==> config.mk <==
export PLATFORM = sky130hd
export DESIGN_NAME = omed_event_detect
export DESIGN_NICKNAME = d
export VERILOG_FILES = /design/src/design/omed_pkg.sv /design/src/design/omed_event_detect.sv
export SDC_FILE = /design/constraint.sdc
export NUM_CORES = 1
export LEC_CHECK = 0
export BUFFER_PORTS_ARGS = -buffer_cell sky130_fd_sc_hd__clkbuf_2
export CELL_PAD_IN_SITES_DETAIL_PLACEMENT = 1
export CELL_PAD_IN_SITES_GLOBAL_PLACEMENT = 1
export CORE_AREA = 8 8 103 123
export CTS_BUF_LIST = sky130_fd_sc_hd__clkbuf_8
export CTS_CLUSTER_DIAMETER = 200
export CTS_CLUSTER_SIZE = 12
export DETAILED_ROUTE_END_ITERATION = 6
export DIE_AREA = 0 0 111 131
export PLACE_DENSITY = 0.86
export SETUP_SLACK_MARGIN = 0.4
export SLEW_MARGIN = 30
export SYNTH_ARGS = -nofsm -noshare
export SYNTH_HDL_FRONTEND = slang
export SYNTH_SLANG_ARGS = --single-unit
==> constraint.sdc <==
create_clock -name hclk -period 2.9 [get_ports hclk]
set_input_delay 0.29 -clock hclk [delete_from_list [all_inputs] [get_ports hclk]]
set_output_delay 0.29 -clock hclk [all_outputs]
set_load 0.1 [all_outputs]
==> src/design/omed_pkg.sv <==
package omed_pkg;
	// Register indices; byte address is four times the index
	localparam logic [7:0] IDX_ORIENT_STATUS = 8'h10;
	localparam logic [7:0] IDX_ORIENT_CFG    = 8'h11;
	localparam logic [7:0] IDX_ORIENT_DBNC   = 8'h12;
	localparam logic [7:0] IDX_BF_TILT       = 8'h13;
	localparam logic [7:0] IDX_TRIP_THS      = 8'h14;
	localparam logic [7:0] IDX_MOTION_CFG    = 8'h15;
	localparam logic [7:0] IDX_MOTION_SRC    = 8'h16;
	localparam logic [7:0] IDX_MOTION_CNT    = 8'h18;

	// orientation_config fields
	localparam int CFG_CLEAR_MODE_BIT = 7;
	localparam int CFG_ENABLE_BIT     = 6;
	localparam logic [7:0] ORIENT_CFG_RESET = 8'h80;
	localparam logic [7:0] ORIENT_DBNC_RESET = 8'h00;

	// motion config fields
	localparam int MCFG_LATCH_BIT  = 7;
	localparam int MCFG_SELECT_BIT = 6;
	localparam int MCFG_EN_LSB     = 3;
	localparam logic [7:0] MOTION_CFG_RESET = 8'h00;
	localparam logic [7:0] MOTION_CNT_RESET = 8'h00;

	// Fixed read-only angle codes
	localparam logic [1:0] BACK_FRONT_CODE  = 2'h1;
	localparam logic [2:0] Z_LOCK_CODE      = 3'h4;
	localparam logic [4:0] TRIP_ANGLE_CODE  = 5'h10;
	localparam logic [2:0] MARGIN_CODE      = 3'h4;

	// Debounce time step per sample, in microseconds
	localparam int STEP_FASTEST_US = 1250;
	localparam int STEP_HIGHRES_US = 2500;
	localparam int STEP_LOWPWR_US  = 160000;

	localparam logic [1:0] HTRANS_NONSEQ = 2'h2;

	typedef struct packed {
		logic       latch;
		logic       motion;
		logic [2:0] axis_en;
	} omed_mcfg_s;

	typedef struct packed {
		logic       lockout;
		logic [1:0] landscape;
		logic       back;
	} omed_orient_s;
endpackage : omed_pkg

==> src/design/omed_event_detect.sv <==
// Our own choice: the AHB-Lite slave port.
`timescale 1ns/1ps
`default_nettype none
module omed_event_detect
	import omed_pkg::*;
(
	input  wire logic        hclk,
	input  wire logic        hresetn,
	input  wire logic        hsel,
	input  wire logic [31:0] haddr,
	input  wire logic [1:0]  htrans,
	input  wire logic        hwrite,
	input  wire logic [2:0]  hsize,
	input  wire logic [31:0] hwdata,
	input  wire logic        hready,
	output var  logic [31:0] hrdata,
	output var  logic        hreadyout,
	output var  logic        hresp,
	input  wire logic        sample_tick,
	input  wire logic        sleep_state,
	input  wire logic [3:0]  orient_pos,
	input  wire logic [2:0]  axis_high,
	input  wire logic [2:0]  axis_pol,
	output var  logic        orient_event,
	output var  logic        motion_event
);
	logic [7:0]   orient_cfg;
	logic [7:0]   orient_dbnc;
	logic [7:0]   motion_cfg;
	logic [7:0]   motion_cnt;
	logic [7:0]   wr_idx;
	logic         wr_pend;
	logic [7:0]   ocnt;
	logic         first_pend;
	logic         sleep_q;
	omed_orient_s orient_cur;
	logic [7:0]   mcnt;
	logic [2:0]   high_flag;
	logic [2:0]   pol_flag;

	function automatic logic [7:0] pick_byte(input logic [7:0] idx,
		input logic [7:0] os, input logic [7:0] ms);
		unique case (idx)
			IDX_ORIENT_STATUS: pick_byte = os;
			IDX_ORIENT_CFG:    pick_byte = orient_cfg;
			IDX_ORIENT_DBNC:   pick_byte = orient_dbnc;
			IDX_BF_TILT:       pick_byte = {BACK_FRONT_CODE, 3'h0, Z_LOCK_CODE};
			IDX_TRIP_THS:      pick_byte = {TRIP_ANGLE_CODE, MARGIN_CODE};
			IDX_MOTION_CFG:    pick_byte = motion_cfg;
			IDX_MOTION_SRC:    pick_byte = ms;
			IDX_MOTION_CNT:    pick_byte = motion_cnt;
			default:           pick_byte = 8'h00;
		endcase
	endfunction : pick_byte

	// Bus decode; a read answers in its data phase with no wait state
	wire        take      = hsel & hready & htrans[1];
	wire [7:0]  idx       = haddr[9:2];
	wire        rd_take   = take & ~hwrite;
	wire        wr_take   = take & hwrite;
	wire        status_rd = rd_take & (idx == IDX_ORIENT_STATUS);
	wire        src_rd    = rd_take & (idx == IDX_MOTION_SRC);
	wire        wr_now    = wr_pend;
	wire [7:0]  wbyte     = hwdata[7:0];

	wire        clear_mode = orient_cfg[CFG_CLEAR_MODE_BIT];
	wire        orient_on  = orient_cfg[CFG_ENABLE_BIT];
	omed_mcfg_s mcfg;
	assign mcfg = omed_mcfg_s'({motion_cfg[7:6], motion_cfg[5:3]});

	// Orientation debounce; each sample tick is one time step
	wire        otick      = orient_on & sample_tick;
	wire        sleep_edge = sleep_q != sleep_state;
	wire        differs    = first_pend | (orient_pos != orient_cur);
	wire        o_update   = otick & differs & (ocnt >= orient_dbnc);
	logic [7:0] next_ocnt;
	always_comb
	begin
		next_ocnt = ocnt;
		if (sleep_edge | ~orient_on)
			next_ocnt = 8'h00;
		else if (otick & differs)
			next_ocnt = o_update ? 8'h00 : ocnt + 8'h01;
		else if (otick)
			next_ocnt = (clear_mode | ocnt == 8'h00) ? 8'h00 : ocnt - 8'h01;
	end

	// Change flag: a new orientation in the read cycle still sets it
	wire next_oflag = o_update | (orient_event & ~status_rd);
	wire [7:0] ostat = {orient_event, orient_cur.lockout, 3'h0,
		orient_cur.landscape, orient_cur.back};

	// Freefall/motion condition over enabled axes only
	wire [2:0] hi_en   = axis_high & mcfg.axis_en;
	wire       m_act   = |mcfg.axis_en;
	wire       m_cond  = mcfg.motion ? |hi_en : (hi_en == 3'h0);
	wire       mtick   = m_act & sample_tick;
	wire       reached = mtick & m_cond & (mcnt >= motion_cnt);
	wire       m_hold  = mcfg.latch & motion_event;
	wire       lat_rd  = src_rd & mcfg.latch;
	logic       next_ea;
	logic [7:0] next_mcnt;
	always_comb
	begin
		next_ea = motion_event;
		next_mcnt = mcnt;
		if (~m_act)
		begin
			next_ea = 1'b0;
			next_mcnt = 8'h00;
		end
		else if (reached)
			next_ea = 1'b1;
		else if (lat_rd)
		begin
			// A read must restart the count, so no tick may add to it here
			next_ea = 1'b0;
			next_mcnt = 8'h00;
		end
		else if (mtick & m_cond)
			next_mcnt = mcnt + 8'h01;
		else if (mtick)
		begin
			if (clear_mode)
			begin
				next_mcnt = 8'h00;
				if (~mcfg.latch)
					next_ea = 1'b0;
			end
			else if (mcnt != 8'h00)
				next_mcnt = mcnt - 8'h01;
			else if (~mcfg.latch)
				next_ea = 1'b0;
		end
	end

	wire [7:0] msrc = {motion_event, 1'b0, high_flag[2], pol_flag[2],
		high_flag[1], pol_flag[1], high_flag[0], pol_flag[0]};
	wire [7:0] rd_byte = pick_byte(idx, ostat, msrc);

	always_ff @(posedge hclk or negedge hresetn)
	begin
		if (!hresetn)
		begin
			hrdata    <= 32'h0;
			hreadyout <= 1'b0;
			hresp     <= 1'b0;
			wr_pend   <= 1'b0;
			wr_idx    <= 8'h00;
		end
		else
		begin
			hreadyout <= 1'b1;
			hresp     <= 1'b0;
			wr_pend   <= wr_take;
			wr_idx    <= idx;
			hrdata    <= rd_take ? {24'h0, rd_byte} : 32'h0;
		end
	end

	always_ff @(posedge hclk or negedge hresetn)
	begin
		if (!hresetn)
		begin
			orient_cfg  <= ORIENT_CFG_RESET;
			orient_dbnc <= ORIENT_DBNC_RESET;
			motion_cfg  <= MOTION_CFG_RESET;
			motion_cnt  <= MOTION_CNT_RESET;
		end
		else if (wr_now)
		begin
			if (wr_idx == IDX_ORIENT_CFG)
				orient_cfg <= {wbyte[7:6], 6'h00};
			if (wr_idx == IDX_ORIENT_DBNC)
				orient_dbnc <= wbyte;
			if (wr_idx == IDX_MOTION_CFG)
				motion_cfg <= {wbyte[7:3], 3'h0};
			if (wr_idx == IDX_MOTION_CNT)
				motion_cnt <= wbyte;
		end
	end

	always_ff @(posedge hclk or negedge hresetn)
	begin
		if (!hresetn)
		begin
			ocnt         <= 8'h00;
			first_pend   <= 1'b1;
			sleep_q      <= 1'b0;
			orient_cur   <= '0;
			orient_event <= 1'b0;
		end
		else
		begin
			ocnt         <= next_ocnt;
			sleep_q      <= sleep_state;
			orient_event <= next_oflag;
			// Re-arm the first report whenever detection is switched off
			first_pend   <= ~orient_on | (first_pend & ~o_update);
			if (o_update)
				orient_cur <= orient_pos;
		end
	end

	always_ff @(posedge hclk or negedge hresetn)
	begin
		if (!hresetn)
		begin
			mcnt         <= 8'h00;
			motion_event <= 1'b0;
		end
		else
		begin
			mcnt         <= next_mcnt;
			motion_event <= next_ea;
		end
	end

	// Axis flags; frozen while a latched event waits for its read
	genvar g;
	generate
		for (g = 0; g < 3; g++)
		begin : g_axis
			always_ff @(posedge hclk or negedge hresetn)
			begin
				if (!hresetn)
				begin
					high_flag[g] <= 1'b0;
					pol_flag[g]  <= 1'b0;
				end
				else if (lat_rd & mcfg.motion & m_hold)
				begin
					high_flag[g] <= 1'b0;
					pol_flag[g]  <= 1'b0;
				end
				else if (~m_hold | lat_rd)
				begin
					high_flag[g] <= hi_en[g];
					pol_flag[g]  <= axis_pol[g] & mcfg.axis_en[g];
				end
			end
		end
	endgenerate
endmodule : omed_event_detect
`default_nettype wire

==> summary.txt <==
CTS
  – CTS Buffer Depth: 2
  – H-tree levels: 3
  – Worst-skew pair later-pin latency: 0.36 ns
  – CTS tree: built
  – CTS Buf Count: 9
  – Clock slew at reported path FFs: 0.09 ns
  – Clock Sinks: 71
  – CTS root buf: clkbuf_8

Timing
  – Min Tclk post-route: 2.386 ns
  – Final hold vios: 0
  – Max Fclk: ~420 MHz
  – Max Clock Skew: about 0.014 ns
  – Least-Margin Pin Slew: 0.6596 ns
  – Max transition margin: 56.02%
  – Final setup fails: 0
  – Unrepaired setup endpoints after global routing: false
  – Setup_tns: 0 ns
  – Max-slew violations: 0
  – Setup ws final: approximately 0.5 ns
  – Fin crit share: 82.29%

Die
  – CORE AREA: 0.01077 mm^2
  – FP Rows: between 40 and 50
  – Starting density of the core: 39.61%
  – Boundary Pins: between 100 and 150
  – Die area: 0.01454 mm^2
  – Die Ht: roughly 130 um
  – Die W: 111 um

Route
  – DRC Markers: 0
  – Detailed Routing Iterations Pass 1: 4
  – Drt initial violations: around 160
  – WL final: 12530 um
  – Number of routed nets with antenna violations: 0
  – Average wire per standard cell: 20.07 um
  – DR vias/cell: ~5.7
  – Via count: about 3500

Critical path
  – Worst path cell trace: inv_1 > ha_1 > nand2b_1 > a211o_1 > o2111ai_1 > nand3_1 > a21o_1 > o31ai_1
  – Reg-to-Reg Start: mcnt[0]
  – Reg2reg setup slack: slightly above 0.5 ns
  – Worst reg2reg path depth: 8
  – Crit-path max FO: 8
  – Critical Path AT: 2.62 ns
  – Buf/Inv on CP: 1
  – Reg-to-Reg End: mcnt[7]
  – Crit Path Class: flip-flop to flip-flop
  – Slowest CP cell: dfrtp_1
  – Critical Path Start Type: flip-flop
  – CP delay by family, top: compound AO/OA/AOI/OAI gates
  – WP data required: approximately 3.1 ns
  – CP max stage delay: 0.51 ns
  – Setup crit end kind: flip-flop

Yosys
  – Post-synth EDFFs: 0
  – Post-Synthesis Cells: 434
  – Async set-reset flop share out of synthesis: 100.0%
  – Yosys reg bits: 71
  – Synth unique cells: 66
  – Primary FF master, synth: dfrtp_1
  – Yosys warns: 0
  – Mapped Area: about 0.0043 mm^2
  – Syn Area/Cell: 9.831 um^2
  – Register area share after synthesis: a little over two fifths

Pwr
  – Worst vdd ir: 0.2214 mV
  – Pwr/cell area: 512.6 mW/mm^2
  – Power Total: 2.472 mW
  – LEAKAGE: 2.315 nW

Cells and area
  – P&R area growth vs syn: 13.02%
  – # nets final: 595
  – Layout cells sized above 1: between 20% and 30%
  – Inserted Diodes: 0
  – Layout Utilization: 44.76%

Worst hold path
  – Hold Crit Start: haddr[6]
  – Hold Path Sink: wr_idx[4]
  – Hold/Removal Path Class: input pin to flip-flop
  – Worst Hold Path Cells: 1

GRT
  – First-pass GRT wire length: 20420 um
  – Largest net degree at the start of global routing: 27
  – Tot GR Track Use: around 18%
  – Total gr overflow: 0
  – Initial antenna violation count: 0
  – Vias in the first global route: 4000

Run status
  – Run status: completed

Place
  – Gp weighted congestion: 0.9235
  – Pre-CTS setup slack: 0.3810 ns
  – Buffers added on ports: 44
  – DPL Wire Length: 9350 um

Flow run
  – MaxCap Viol Count: 0
## routing by layer
metal	GRT usage, %	vias up	part of all wire, %
met5	0	-	0
met4	9.634	0	3.4
met3	3.196	30	3.2
met2	32.94	83	54
met1	18.35	1790	39
li1	-	1643	-
## worst max-delay path by stage
stage,startpoint,cells after the start,to,slack [ns]
after floorplan,ocnt[0],9,ocnt[2],0.68
after global placement,mcnt[5],6,mcnt[6],0.48
after detailed placement,mcnt[5],6,mcnt[6],0.38
after CTS,mcnt[6],6,mcnt[2],0.42
after global routing,mcnt[5],7,mcnt[3],0.32
final,mcnt[0],8,mcnt[7],0.51
## worst reg2reg max path: cells and delay by family, from the launching register on
kind	cells	cell delay [ns]
buffers and inverters	1	0.14
adders and majority gates	1	0.28
DFF	1	0.51
and+or+nand+nor	2	0.28
AOI/OAI and AO/OA	4	1.05
## synth_stat cells, types with 7 or more instances
| cell type | n | area, um^2 |
|---|---|---|
| clkbuf_1 | 7 | 26.28 |
| o21ai_0 | 19 | 95.09 |
| nand3_1 | 15 | 75.07 |
| buf_4 | 25 | 187.7 |
| nand2_1 | 36 | 135.1 |
| mux2_2 | 21 | 236.5 |
| ha_1 | 22 | 275.3 |
| a22oi_1 | 13 | 97.59 |
| a31oi_1 | 7 | 43.79 |
| inv_1 | 26 | 97.59 |
| nor3_1 | 12 | 60.06 |
| and3_1 | 10 | 62.56 |
| xor2_1 | 7 | 61.31 |
| a21oi_1 | 26 | 130.1 |
| dfrtp_1 | 69 | 1727 |
| mux2i_1 | 8 | 80.08 |
| nand2b_1 | 7 | 43.79 |
| nor2_1 | 20 | 75.07 |
## logic make-up (layout without fill, tap and decap cells)
family / after synthesis / after routing / share of synthesized area [%]
muxes: 29 / 29 / 7.420
AOI/OAI and AO/OA: 106 / 106 / 17.33
xor gates and xnor gates: 13 / 13 / 2.669
buffers and inverters: 62 / 96 / 7.888
other: 2 / 26 / 0.1760
and+or+nand+nor: 129 / 129 / 16.36
adders and majority gates: 22 / 22 / 6.452
DFF: 71 / 71 / 41.70
## power by group
| group | leakage, nW | internal (mW) | switching [mW] |
|---|---|---|---|
| clock | 0.111 | 0.487 | 0.414 |
| combinational | 1.32 | 0.143 | 0.343 |
| sequential | 0.884 | 1.03 | 0.0553 |
| total | 2.31 | 1.66 | 0.812 |
## final cells by class
| type | instances | area [um^2] |
|---|---|---|
| Fill cell | 1280 | 5951 |
| Multi-Input combinational cell | 325 | 2260 |
| Sequential cell | 71 | 1780 |
| Timing Repair Buffer | 54 | 297.8 |
| Tap cell | 132 | 165.2 |
| Clock buffer | 9 | 123.9 |
| Clock inverter | 7 | 97.59 |
| Inverter | 26 | 97.59 |
## layout by cell type (no fill, tap or decap), types with 8 or more instances in the layout
cell and instances:
nand2_1 36, conb_1 26, and3_1 10, a21oi_1 26
o21ai_0 19, inv_1 27, nor3_1 12, mux2_2 21
ha_1 22, mux2i_1 8, clkbuf_8 9, clkbuf_2 43
buf_4 9, nand3_1 15, nor2_1 20, dfrtp_1 68
a22oi_1 13
## sequential cells by signal, indices dropped and copies added (netlist names), 2 cells and up
register	cells
high_flag	3
hrdata	8
mcnt	8
motion_cfg	5
motion_cnt	8
msrc	3
ocnt	8
orient_cfg	2
orient_cur	4
orient_dbnc	8
wr_idx	8
## per-stage QoR
stage / std cells / cell area (um^2) / hold WS (ns)
global placement: 605 / 4562 / 0.3433
CTS: 623 / 4807 / 0.03179
floorplan: 458 / 4357 / -0.005591
global route: 624 / 4822 / 0.03708
detailed placement: 605 / 4562 / 0.3500
finish: 624 / 4822 / 0.04499
## repair_timing
action / CTS / global route
buffers inserted: 1 / 1
endpoints found under the setup margin: 4 / 7
gates resized for setup: 1 / 2
hold buffers: 1 / 0
hold endpoints to repair: 24 / 0
pin swaps: 1 / 1
Power figures use the tool's default switching activity.
